File: config.mk
export PLATFORM = sky130hd
export DESIGN_NAME = bpat_core
export DESIGN_NICKNAME = d
export VERILOG_FILES = /design/src/hw/bpat_pkg.sv /design/src/hw/bpat_core.sv /design/src/hw/bpat_tx.sv
export VERILOG_INCLUDE_DIRS = /design/src /design/src/hw
export SDC_FILE = /design/constraint.sdc
export NUM_CORES = 1
export LEC_CHECK = 0
export BUFFER_PORTS_ARGS = -buffer_cell sky130_fd_sc_hd__buf_4
export CAP_MARGIN = 0
export CORE_AREA = 2 2 74 146
export CTS_CLUSTER_SIZE = 28
export DETAILED_ROUTE_END_ITERATION = 12
export DIE_AREA = 0 0 76 148
export PLACE_DENSITY_LB_ADDON = 0.25
export SYNTH_ARGS = -nofsm -noshare
export SYNTH_HDL_FRONTEND = slang
export SYNTH_SLANG_ARGS = --single-unit
File: constraint.sdc
create_clock -name sys_clk_i -period 12.2 [get_ports sys_clk_i]
set_input_delay 0.61 -clock sys_clk_i [delete_from_list [all_inputs] [get_ports sys_clk_i]]
set_output_delay 0.61 -clock sys_clk_i [all_outputs]
set_load 0.05 [all_outputs]
File: src/hw/bpat_defs.svh
// constants of the character-mode command unit transport
`ifndef BPAT_DEFS_SVH
`define BPAT_DEFS_SVH
`define BPAT_HDR_LEN 3'h5
`define BPAT_SW1_OK 8'h90
`define BPAT_SW2_OK 8'h00
`define BPAT_SW1_BAD_PARAM 8'h6A
`define BPAT_SW2_BAD_PARAM 8'h86
`define BPAT_PB_MORE 8'h61
`define BPAT_PB_WRONG_LEN 8'h6C
`define BPAT_INS_GET_RESPONSE 8'hC0
`endif

File: src/hw/bpat_pkg.sv
// types of the character-mode command unit transport
`default_nettype none
package bpat_pkg;
  // direction of the body data, decided by the application per command
  typedef enum logic [1:0] {
    BPAT_DIR_NONE = 2'b00,
    BPAT_DIR_OUT = 2'b01,
    BPAT_DIR_IN = 2'b10,
    BPAT_DIR_BOTH = 2'b11
  } bpat_dir_type;
  typedef enum logic [2:0] {
    BPAT_S_HDR = 3'b000,
    BPAT_S_DEC = 3'b001,
    BPAT_S_DATA = 3'b010,
    BPAT_S_BODY = 3'b011,
    BPAT_S_PROC = 3'b100,
    BPAT_S_FIN = 3'b101
  } bpat_state_type;
endpackage
`default_nettype wire

File: src/hw/bpat_core.sv
// card-side transport of command units over the character protocol
// Operation
// - no-data command: status words only
// - decode header: application picks no data, read, write or both
// - read normal: data bytes then status pair
// - read abnormal: status pair only
// - procedure byte equals instruction byte
// - success ends with 90 00
// - bad P1/P2 answers 6A 86
// - write command: status after body and processing
// - two-way normal: send 61 plus length
// - two-way abnormal: status only
// - fetch command handled like read command
// - zero or excess length: 6C plus available
// - short length: data then 61 remainder
`timescale 1ns/1ps
`default_nettype none
`include "bpat_defs.svh"
module bpat_core (
  // clock and reset
  input wire logic sys_clk_i,
  input wire logic rst_n_i,
  // bytes from the terminal
  input wire logic rx_valid_i,
  input wire logic [7:0] rx_byte_i,
  // bytes to the terminal
  output logic tx_valid_o,
  output logic [7:0] tx_byte_o,
  input wire logic tx_ready_i,
  // received header towards the application
  output logic hdr_valid_o,
  output logic [7:0] hdr_cla_o,
  output logic [7:0] hdr_ins_o,
  output logic [7:0] hdr_p1_o,
  output logic [7:0] hdr_p2_o,
  output logic [7:0] hdr_p3_o,
  // application decision on the header
  input wire logic dec_valid_i,
  input wire bpat_pkg::bpat_dir_type dec_dir_i,
  input wire logic dec_param_ok_i,
  input wire logic dec_normal_i,
  input wire logic [7:0] dec_avail_i,
  input wire logic [7:0] dec_sw1_i,
  input wire logic [7:0] dec_sw2_i,
  // response data from the application
  output logic rd_req_o,
  input wire logic rd_valid_i,
  input wire logic [7:0] rd_byte_i,
  // body data towards the application
  output logic body_valid_o,
  output logic [7:0] body_byte_o,
  // application end of body processing
  input wire logic done_valid_i,
  input wire logic done_normal_i,
  input wire logic [7:0] done_avail_i,
  input wire logic [7:0] done_sw1_i,
  input wire logic [7:0] done_sw2_i
);
  import bpat_pkg::*;

  bpat_state_type state_r;
  bpat_dir_type dir_r;
  logic [2:0] hidx_r;
  logic [8:0] cnt_r;
  logic [7:0] left_r;
  logic [7:0] pend_r;
  logic pend_v_r;
  logic rdwait_r;
  logic busy;
  logic ld;
  logic ld_two;
  logic [7:0] ld_b0;
  logic [7:0] ld_b1;
  logic [7:0] avail;

  // body length: zero in P3 stands for 256 bytes
  function automatic logic [8:0] body_len(input logic [7:0] p3);
    body_len = (p3 == 8'h00) ? 9'h100 : {1'b0, p3};
  endfunction

  // a fetch after 61xx offers what is still pending
  assign avail = (hdr_ins_o == `BPAT_INS_GET_RESPONSE && pend_v_r) ?
                 pend_r : dec_avail_i;

  // header capture: five bytes in order, then one pulse to the app
  always_ff @(posedge sys_clk_i or negedge rst_n_i) begin
    if (!rst_n_i) begin
      hidx_r <= 3'h0;
      hdr_valid_o <= 1'b0;
      hdr_cla_o <= 8'h00;
      hdr_ins_o <= 8'h00;
      hdr_p1_o <= 8'h00;
      hdr_p2_o <= 8'h00;
      hdr_p3_o <= 8'h00;
    end else begin
      hdr_valid_o <= 1'b0;
      if (state_r == BPAT_S_HDR && rx_valid_i) begin
        unique case (hidx_r)
          3'h0: hdr_cla_o <= rx_byte_i;
          3'h1: hdr_ins_o <= rx_byte_i;
          3'h2: hdr_p1_o <= rx_byte_i;
          3'h3: hdr_p2_o <= rx_byte_i;
          default: hdr_p3_o <= rx_byte_i;
        endcase
        if (hidx_r == `BPAT_HDR_LEN - 3'h1) begin
          hidx_r <= 3'h0;
          hdr_valid_o <= 1'b1;
        end else begin
          hidx_r <= hidx_r + 3'h1;
        end
      end
    end
  end

  // what to hand the sender this cycle
  always_comb begin
    ld = 1'b0;
    ld_two = 1'b0;
    ld_b0 = 8'h00;
    ld_b1 = 8'h00;
    unique case (state_r)
      BPAT_S_DEC: begin
        if (dec_valid_i) begin
          ld = 1'b1;
          ld_two = 1'b1;
          if (!dec_param_ok_i) begin
            ld_b0 = `BPAT_SW1_BAD_PARAM;
            ld_b1 = `BPAT_SW2_BAD_PARAM;
          end else if (!dec_normal_i) begin
            ld_b0 = dec_sw1_i;
            ld_b1 = dec_sw2_i;
          end else if (dec_dir_i == BPAT_DIR_NONE) begin
            ld_b0 = `BPAT_SW1_OK;
            ld_b1 = `BPAT_SW2_OK;
          end else if (dec_dir_i == BPAT_DIR_OUT &&
                       (hdr_p3_o == 8'h00 || hdr_p3_o > avail)) begin
            ld_b0 = `BPAT_PB_WRONG_LEN;
            ld_b1 = avail;
          end else begin
            ld_two = 1'b0;
            ld_b0 = hdr_ins_o;
          end
        end
      end
      BPAT_S_DATA: begin
        if (!busy && rdwait_r && rd_valid_i) begin
          ld = 1'b1;
          ld_b0 = rd_byte_i;
        end else if (!busy && !rdwait_r && cnt_r == 9'h000) begin
          ld = 1'b1;
          ld_two = 1'b1;
          ld_b0 = (left_r != 8'h00) ? `BPAT_PB_MORE : `BPAT_SW1_OK;
          ld_b1 = (left_r != 8'h00) ? left_r : `BPAT_SW2_OK;
        end
      end
      BPAT_S_PROC: begin
        if (done_valid_i) begin
          ld = 1'b1;
          ld_two = 1'b1;
          if (!done_normal_i) begin
            ld_b0 = done_sw1_i;
            ld_b1 = done_sw2_i;
          end else if (dir_r == BPAT_DIR_BOTH) begin
            ld_b0 = `BPAT_PB_MORE;
            ld_b1 = done_avail_i;
          end else begin
            ld_b0 = `BPAT_SW1_OK;
            ld_b1 = `BPAT_SW2_OK;
          end
        end
      end
      default: ;
    endcase
  end

  // case sequencing; the terminal may only send a body after our
  // procedure byte, so an early status leaves us waiting for a header
  always_ff @(posedge sys_clk_i or negedge rst_n_i) begin
    if (!rst_n_i) begin
      state_r <= BPAT_S_HDR;
      dir_r <= BPAT_DIR_NONE;
      cnt_r <= 9'h000;
      left_r <= 8'h00;
      rdwait_r <= 1'b0;
      rd_req_o <= 1'b0;
    end else begin
      rd_req_o <= 1'b0;
      unique case (state_r)
        BPAT_S_HDR: begin
          if (hdr_valid_o) begin
            state_r <= BPAT_S_DEC;
          end
        end
        BPAT_S_DEC: begin
          if (dec_valid_i) begin
            dir_r <= dec_dir_i;
            state_r <= BPAT_S_FIN;
            if (ld && !ld_two && dec_dir_i == BPAT_DIR_OUT) begin
              cnt_r <= {1'b0, hdr_p3_o};
              left_r <= avail - hdr_p3_o;
              state_r <= BPAT_S_DATA;
            end else if (ld && !ld_two) begin
              cnt_r <= body_len(hdr_p3_o);
              state_r <= BPAT_S_BODY;
            end
          end
        end
        BPAT_S_DATA: begin
          if (ld && !ld_two) begin
            rdwait_r <= 1'b0;
            cnt_r <= cnt_r - 9'h001;
          end else if (ld) begin
            state_r <= BPAT_S_FIN;
          end else if (!busy && !rdwait_r && cnt_r != 9'h000) begin
            rd_req_o <= 1'b1; // ask the app for the next byte
            rdwait_r <= 1'b1;
          end
        end
        BPAT_S_BODY: begin
          if (rx_valid_i) begin
            cnt_r <= cnt_r - 9'h001;
            if (cnt_r == 9'h001) begin
              state_r <= BPAT_S_PROC;
            end
          end
        end
        BPAT_S_PROC: begin
          if (done_valid_i) begin
            state_r <= BPAT_S_FIN;
          end
        end
        BPAT_S_FIN: begin
          if (!busy && !ld) begin
            state_r <= BPAT_S_HDR;
          end
        end
        default: state_r <= BPAT_S_HDR;
      endcase
    end
  end

  // body bytes pass straight through to the application
  always_ff @(posedge sys_clk_i or negedge rst_n_i) begin
    if (!rst_n_i) begin
      body_valid_o <= 1'b0;
      body_byte_o <= 8'h00;
    end else begin
      body_valid_o <= state_r == BPAT_S_BODY && rx_valid_i;
      if (state_r == BPAT_S_BODY && rx_valid_i) begin
        body_byte_o <= rx_byte_i;
      end
    end
  end

  // remembered offer for a following fetch; any other header drops it
  always_ff @(posedge sys_clk_i or negedge rst_n_i) begin
    if (!rst_n_i) begin
      pend_r <= 8'h00;
      pend_v_r <= 1'b0;
    end else if (ld && ld_two && ld_b0 == `BPAT_PB_MORE) begin
      pend_r <= ld_b1;
      pend_v_r <= 1'b1;
    end else if (state_r == BPAT_S_DEC && dec_valid_i &&
                 hdr_ins_o != `BPAT_INS_GET_RESPONSE) begin
      pend_v_r <= 1'b0;
    end
  end

  // byte sender, outputs registered inside
  bpat_tx u_tx (
    .sys_clk_i(sys_clk_i),
    .rst_n_i(rst_n_i),
    .load_i(ld),
    .first_i(ld_b0),
    .second_i(ld_b1),
    .two_i(ld_two),
    .busy_o(busy),
    .tx_valid_o(tx_valid_o),
    .tx_byte_o(tx_byte_o),
    .tx_ready_i(tx_ready_i)
  );
endmodule // bpat_core
`default_nettype wire

File: src/hw/bpat_tx.sv
// one- or two-byte sender towards the terminal
`timescale 1ns/1ps
`default_nettype none
module bpat_tx (
  // clock and reset
  input wire logic sys_clk_i,
  input wire logic rst_n_i,
  // load side
  input wire logic load_i,
  input wire logic [7:0] first_i,
  input wire logic [7:0] second_i,
  input wire logic two_i,
  output logic busy_o,
  // link side
  output logic tx_valid_o,
  output logic [7:0] tx_byte_o,
  input wire logic tx_ready_i
);
  logic [7:0] second_r;
  logic two_r;

  // a load is ignored while busy, so the caller must wait for idle
  always_ff @(posedge sys_clk_i or negedge rst_n_i) begin
    if (!rst_n_i) begin
      tx_valid_o <= 1'b0;
      tx_byte_o <= 8'h00;
      second_r <= 8'h00;
      two_r <= 1'b0;
      busy_o <= 1'b0;
    end else if (!busy_o && load_i) begin
      tx_valid_o <= 1'b1;
      tx_byte_o <= first_i;
      second_r <= second_i;
      two_r <= two_i;
      busy_o <= 1'b1;
    end else if (tx_valid_o && tx_ready_i) begin
      if (two_r) begin
        tx_byte_o <= second_r; // status pairs leave back to back
        two_r <= 1'b0;
      end else begin
        tx_valid_o <= 1'b0;
        busy_o <= 1'b0;
      end
    end
  end
endmodule // bpat_tx
`default_nettype wire

==> results by group, run 1 <==
Run status
  • Outcome: finished clean

Clock tree
  • Number of buffers created by CTS: 9
  • H-tree Lvls: 3
  • CTS Sinks: 104
  • Reg clk slew, reported paths: 0.07 ns
  • Clock root cell: clkbuf_16
  • Setup bufs post-CTS: 0
  • Clk_lat worst skew: 0.35 ns
  • # hold bufs at CTS: 0
  • Bufs on Longest Clock Path: 2
  • Resized Gates After CTS: 0
  • TritonCTS clock tree: done

Logic synthesis
  • EDFF count, synth: 0
  • Synth Warn #: 0
  • Mapped Cells: 550
  • Mapped cell area: 0.00579 mm²
  • Synth unique cells: 70
  • Register area share after synthesis: 44.9%
  • Mean post-synth cell area: 10.5 µm²
  • #FFs+latches synth: 104
  • Synth Net Count: 642
  • Leading area contributor after synthesis: dfrtp_1
  • Synth top area cells: dfrtp_1 45%, mux2_2 13%, o21ai_0 3.7%
  • Post-synth top area share: 44.9%
  • Primary FF master, synth: dfrtp_1
  • Ys async rst share: 100%

Setup path
  • Required @ worst endpoint: 12.44 ns
  • CP Class: register to register
  • Nature of the critical path endpoint: register
  • Cells on worst reg2reg path: 13
  • Slowest-stage cell, CP: nor4b_4
  • Startpoint types: register
  • Max incr delay on CP: 0.78 ns
  • FF-to-FF setup slack: 7.44 ns
  • FF-to-FF End: pend_r[4]
  • R2R Path Start: hdr_ins_o[0]
  • Capture point of the critical path: pend_r[4]
  • CP cell instances: nor4_1 -> nand3_1 -> mux2i_1 -> ha_1 -> inv_1 -> fa_1 -> a211oi_1 -> o211ai_1 -> a31o_4 -> a21oi_2 -> o211ai_2 -> nor4b_4 -> mux2_4
  • WP data arrival: 5.00 ns
  • Critical Path Fanout Max: 9
  • CP Launch Point: hdr_ins_o[0]

Timing
  • FMAX: 0.210 GHz
  • RSZ-0062 raised after global routing: false
  • Slew at the pin closest to its max-slew limit: 1.32 ns
  • Final hold vios: 0
  • Slew Limit Fails: 0
  • Setup Viol. Count Final: 0
  • Final Critical Period: 4.76 ns
  • Part of the cycle the worst path needs: 39.0%
  • Setup WS post-layout: 7.44 ns
  • Clock Skew: 0.00698 ns
  • Slew margin rel.: 10.9%
  • Fin Setup TNS: 0 ns

Die
  • Die Area: 0.0112 mm²
  • IO Count: 136
  • Cell Rows: 52
  • Core area: 0.0101 mm²
  • Die H: 148 µm
  • Initial cell density of the core: 57.5%
  • Die outline width: 76 µm

Routing
  • Via/cell ratio: 6.14
  • DRT Pass-1 Iters: 6
  • Post-route antenna net violation count: 0
  • Drt drc: 0
  • Detailed-route wire length: 17600 µm
  • Starting DRT DRC Count: 378
  • Routed len/inst: 21.5 µm
  • Via count: 5021

Global routing
  • Overall routing resource usage: 31.8%
  • First-pass GRT wire length: 27700 µm
  • Initial antenna violation count: 0
  • Total grt overflow: 0
  • Vias in the first global route: 5300
  • Largest net degree at the start of global routing: 72

Finish
  • Share of layout cells above drive strength 1: 35.4%
  • Most frequent cells in the layout: 139 x buf_4, 104 x dfrtp_1, 65 x mux2_2
  • Fin nets: 770
  • P&R area growth vs syn: 24.4%
  • Diodes inserted: 0
  • Commonest non-fill, non-tap cell in the layout: buf_4

Placed design
  • Final HPWL DP: 13600 µm
  • Placer Congestion: 0.944
  • Number of port buffers: 135
  • Pre-CTS setup slack: 7.50 ns

Power and ir drop
  • Max VDD drop: 0.189 mV
  • Leak: 0.00339 µW
  • PwrDens: 264 mW/mm²

Run
  • Total of max-cap violations: 0

Worst hold path
  • Hold WC Path Type: input pin to async pin
per-stage QoR:
stage                     instance area, µm²  hold slack (ns)  power, µW  std cells  utilization (%)
after floorplan                         5790            0.314       1290        550                -
after global placement                  6920            0.464       1590        802             68.6
after detailed placement                6920            0.467       1610        802             68.6
after CTS                               7210            0.199       1900        818             71.5
after global routing                    7210            0.228       2000        818             71.5
final                                   7210            0.190       1900        818             71.5
registers in the layout, summed over array words and instances, names as in the netlist, 3 cells and up:
| signal | cells |
|---|---|
| body_byte_o | 8 |
| cnt_r | 9 |
| hdr_cla_o | 8 |
| hdr_ins_o | 8 |
| hdr_p1_o | 8 |
| hdr_p2_o | 8 |
| hdr_p3_o | 8 |
| hidx_r | 3 |
| left_r | 8 |
| pend_r | 8 |
| state_r | 3 |
| u_tx.second_r | 8 |
| u_tx.tx_byte_o | 8 |
report_power, final:
| group | internal [µW] | switching, µW | total, µW |
|---|---|---|---|
| Clock | 144 | 141 | 286 |
| Combinational | 357 | 633 | 990 |
| Sequential | 482 | 143 | 625 |
| Total | 983 | 917 | 1900 |
worst max-delay path, delay by kind of cell, from the launching register on:
family                     cells  cell delay [ns]
muxes                          2             0.71
AOI/OAI and AO/OA              5             1.22
DFF                            1             0.41
and+or+nand+nor                3             1.58
buffers and inverters          1             0.06
adders and majority gates      2             0.65
cell usage after synthesis, types with 6 or more instances:
cell        n
nor2b_1     6
ha_1       15
nor4_1      6
mux2_4      8
a31oi_1     7
a21o_1      7
inv_1      25
dfrtp_1   104
o211ai_1    6
o21ai_0    43
nand2b_1    8
nand2_1    41
nor3_1     11
mux2_2     65
a22oi_1    14
nand3_1     6
a221o_1    12
clkbuf_1   13
nor2_1     39
a21oi_1    23
buf_2       7
how the worst min path moves through the flow:
| stage | end | start |
|---|---|---|
| after detailed placement | u_tx.tx_byte_o[6] | u_tx.tx_byte_o[6] |
| after global placement | u_tx.tx_byte_o[1] | u_tx.tx_byte_o[1] |
| after global routing | u_tx.second_r[2] | rst_n_i |
| after floorplan | body_byte_o[0] | rst_n_i |
| after CTS | u_tx.second_r[2] | rst_n_i |
| final | u_tx.second_r[2] | rst_n_i |
final cells by class:
class	instances	area [µm²]
Multi-Input combinational cell	398	3010
Fill cell	764	2880
Sequential cell	104	2600
Timing Repair Buffer	139	1040
Clock buffer	10	229
Tap cell	135	169
Inverter	26	97.6
Clock inverter	6	62.6
routing by layer:
layer | GRT usage (%) | part of all wire (%) | routed length [µm]
met4 | 17.4 | 4.9 | 852
met1 | 32.8 | 34 | 6020
met5 | 0 | 0 | 0
met2 | 59.5 | 54 | 9530
met3 | 6.23 | 6.6 | 1160
kinds of logic (layout without fill, tap and decap cells):
logic type	count (synthesis)	after routing	synth area share (%)
AO/OA/AOI/OAI	154	154	18.7
AND/OR/NAND/NOR	145	145	13.2
flip-flops	104	104	44.9
multiplexers	78	78	15.6
buffers and inverters	48	181	3.26
adder cells (fa/ha/maj)	16	16	3.58
XOR/XNOR	5	5	0.756
No activity file was read; power rests on OpenSTA's default activity.
==> inputs of run 2 (changes only) <==
Settings changed: ABC_AREA set to 1, CORE_AREA 2 2 74 146 to 2 2 77 153, DIE_AREA 0 0 76 148 to 0 0 79 155.
Clock period 12.2 ns to 4.5 ns, I/O delays scaled along.
==> results by group, run 2 <==
Run status
  • Outcome: finished with violations
  • Failing checks: hold timing

Logic synthesis
  • Synth Net Count: 839 (+31%)
  • Primary FF master, synth: dfrtp_1
  • Leading area contributor after synthesis: dfrtp_1
  • Mapped Cells: 747 (+36%)
  • #FFs+latches synth: 104 (unchanged)
  • EDFF count, synth: 0 (unchanged)
  • Synth top area cells: dfrtp_1 43%, nand2_1 14%, inv_1 4.6%
  • Mapped cell area: 0.00601 mm² (+3.7%)
  • Register area share after synthesis: 43.3% (-1.6 points)
  • Ys async rst share: 100% (unchanged)
  • Synth unique cells: 45 (-36%)
  • Post-synth top area share: 43.3% (-1.6 points)
  • Top-count cell post-synth: nand2_1
  • Mean post-synth cell area: 8.05 µm² (-24%)
  • Top post-synthesis cells by count: 219 x nand2_1, 104 x dfrtp_1, 73 x inv_1
  • Synth Warn #: 0 (unchanged)

Clock tree
  • Reg clk slew, reported paths: 0.08 ns (about the same)
  • Number of buffers created by CTS: 9 (unchanged)
  • Setup bufs post-CTS: 0 (unchanged)
  • Clock root cell: clkbuf_16
  • # hold bufs at CTS: 0 (unchanged)
  • TritonCTS clock tree: done
  • Clk_lat worst skew: 0.35 ns (about the same)
  • CTS Sinks: 104 (unchanged)
  • Bufs on Longest Clock Path: 2 (unchanged)
  • Resized Gates After CTS: 0 (unchanged)
  • H-tree Lvls: 3 (unchanged)

Setup path
  • CP Class: register to register
  • Required @ worst endpoint: 4.74 ns (-7.70 ns)
  • Most frequent cell on the critical path: nand2_1
  • WP data arrival: 3.85 ns (-1.15 ns)
  • Max incr delay on CP: 0.42 ns (-0.36 ns)
  • Startpoint types: register
  • Worst path bufs/invs: 2 (+1)
  • Slowest-stage cell, CP: fa_1
  • FF-to-FF End: pend_r[0]
  • R2R Path Start: hdr_ins_o[4]
  • Cells on worst reg2reg path: 21 (+8)
  • Nature of the critical path endpoint: register
  • CP delay by family, top: simple AND/OR/NAND/NOR gates
  • Critical Path Fanout Max: 15 (+6)
  • CP cell instances: inv_1 -> nand4_1 -> nor2_1 -> nand2_1 -> o21ai_0 -> inv_1 -> fa_1 -> nand2_1 -> nand2_1 -> nand3_1 -> nand2_1 -> nand2_1 -> nand2_1 -> nand2_2 -> o21ai_0 -> nand2_1 -> nand2_1 -> nor2_4 -> nand2_4 -> nand2_1 -> nand2_1
  • FF-to-FF setup slack: 0.90 ns (-6.54 ns)

Global routing
  • Vias in the first global route: 5318 (+0.34%)
  • Initial antenna violation count: 0 (unchanged)
  • First-pass GRT wire length: 26800 µm (-3.4%)
  • Total grt overflow: 0 (unchanged)
  • Largest net degree at the start of global routing: 74 (+2.8%)
  • Overall routing resource usage: 28.3% (-3.4 points)

Routing
  • Detailed-route wire length: 17100 µm (-2.9%)
  • Via count: 5593 (+11%)
  • Starting DRT DRC Count: 455 (+20%)
  • Post-route antenna net violation count: 0 (unchanged)
  • Via/cell ratio: 5.45 (-11%)
  • DRT Pass-1 Iters: 7 (+1)
  • Drt drc: 0 (unchanged)
  • Routed len/inst: 16.6 µm (-23%)

Finish
  • Max reg flops: 9 (unchanged)
  • Diodes inserted: 0 (unchanged)
  • P&R area growth vs syn: 23.5%
  • Area of the multi-input gates: 0.00297 mm² (-1.3%)
  • Register with the highest flop count: cnt_r
  • Layout filler cell count: 983 (+29%)
  • Most frequent cells in the layout: 219 x nand2_1, 136 x buf_4, 104 x dfrtp_1
  • Register area: 0.00260 mm² (unchanged)
  • Share of layout cells above drive strength 1: 28.3% (-7.2 points)
  • Fin nets: 971 (+26%)
  • Commonest non-fill, non-tap cell in the layout: nand2_1

Die
  • Initial cell density of the core: 53.9% (-3.5 points)
  • Cell Rows: 55 (+5.8%)
  • IO Count: 136 (unchanged)
  • Die H: 155 µm (+4.7%)
  • Die outline width: 79 µm (+3.9%)
  • Core area: 0.0111 mm² (+11%)
  • Die Area: 0.0122 mm² (+8.9%)

Timing
  • Final Critical Period: 3.60 ns (-1.16 ns)
  • Slew at the pin closest to its max-slew limit: 0.942 ns (-0.376 ns)
  • Part of the cycle the worst path needs: 80.1% (+41 points)
  • Slew Limit Fails: 0 (unchanged)
  • RSZ-0062 raised after global routing: false
  • Setup Viol. Count Final: 0 (unchanged)
  • Final hold vios: 2 (+2)
  • Fin Setup TNS: 0 ns (unchanged)
  • Worst Hold Slack: -0.00247 ns (-0.193 ns)
  • Clock Skew: 0.0105 ns (+0.00347 ns)
  • FMAX: 0.278 GHz (+32%)
  • Slew margin rel.: 37.2% (+26 points)

Placed design
  • Number of port buffers: 135 (unchanged)
  • Final HPWL DP: 13200 µm (-3.3%)
  • Placer Congestion: 0.963 (+2.0%)

Power and ir drop
  • Max VDD drop: 0.670 mV (+250%)
  • PwrDens: 753 mW/mm² (+190%)
  • Leak: 0.00381 µW (+13%)

Run
  • Total of max-cap violations: 0 (unchanged)

Worst hold path
  • Hold WC Path Type: input pin to async pin
run 2: changes by cell type after synthesis, sizes merged, moves of 9 or more:
cell    before  now
nor2        39   63
mux2        73   21
nand2       41  232
clkbuf      13    4
inv         25   90
nand3        6   38
a221o       12    0
o21ai       43   75
run 2: worst register-to-register path: stages (launching register included):
cell,delay (ns)
dfrtp_1,0.41
inv_1,0.09
nand4_1,0.08
nor2_1,0.19
nand2_1,0.28
o21ai_0,0.38
inv_1,0.14
fa_1,0.42
nand2_1,0.09
nand2_1,0.07
nand3_1,0.09
nand2_1,0.05
nand2_1,0.09
nand2_1,0.09
nand2_2,0.14
o21ai_0,0.14
nand2_1,0.14
nand2_1,0.13
nor2_4,0.25
nand2_4,0.12
nand2_1,0.08
nand2_1,0.05
run 2: stage by stage:
| stage | setup WS, ns | instances | instance area, µm² | util, % | power [µW] |
|---|---|---|---|---|---|
| after floorplan | 1.30 | 747 | 6010 | - | 3880 |
| after global placement | 1.03 | 1010 | 7110 | 63.7 | 4670 |
| after detailed placement | 0.970 | 1010 | 7110 | 63.7 | 4730 |
| after CTS | 0.943 | 1026 | 7430 | 66.6 | 5590 |
| after global routing | 0.419 | 1026 | 7430 | 66.6 | 5930 |
| final | 0.897 | 1026 | 7430 | 66.6 | 5590 |
run 2: worst max-delay path by stage:
stage / startpoint / end / slack (ns) / cells after the start
after floorplan: hdr_ins_o[7] / pend_r[0] / 1.30 / 21
after global placement: hdr_ins_o[3] / pend_r[0] / 1.03 / 21
after detailed placement: hdr_ins_o[4] / pend_r[0] / 0.97 / 21
after CTS: hdr_ins_o[4] / pend_r[0] / 0.94 / 21
after global routing: hdr_ins_o[4] / pend_r[2] / 0.42 / 21
final: hdr_ins_o[4] / pend_r[0] / 0.90 / 21
run 2: routing by layer:
metal	vias up	track usage, %	wire length [µm]
met3	40	4.06	971
met5	-	0	0
met2	216	47.1	8650
met1	2651	37.2	6880
li1	2686	-	-
met4	0	10.8	553
run 2: where the power goes:
group | internal, µW | total, µW | switching, µW | leakage, µW
clock network | 450 | 848 | 398 | 0.000157
logic | 977 | 3120 | 2150 | 0.00235
registers | 1330 | 1620 | 296 | 0.00130
run 2: final cells by class:
class,instances,share of cell area (%)
Multi-Input combinational cell,538,39.9
Sequential cell,104,35.0
Timing Repair Buffer,136,13.7
Inverter,90,4.55
Clock buffer,9,3.03
Tap cell,142,2.39
Clock inverter,7,1.28
run 2: logic make-up after synthesis:
kind of cell / count (synthesis) / synth area share, %
AOI/OAI and AO/OA: 142 / 14.1
xor gates and xnor gates: 5 / 0.729
adders and majority gates: 16 / 3.46
buffers and inverters: 105 / 7.35
DFF: 104 / 43.3
muxes: 21 / 3.93
and+or+nand+nor: 354 / 27.2
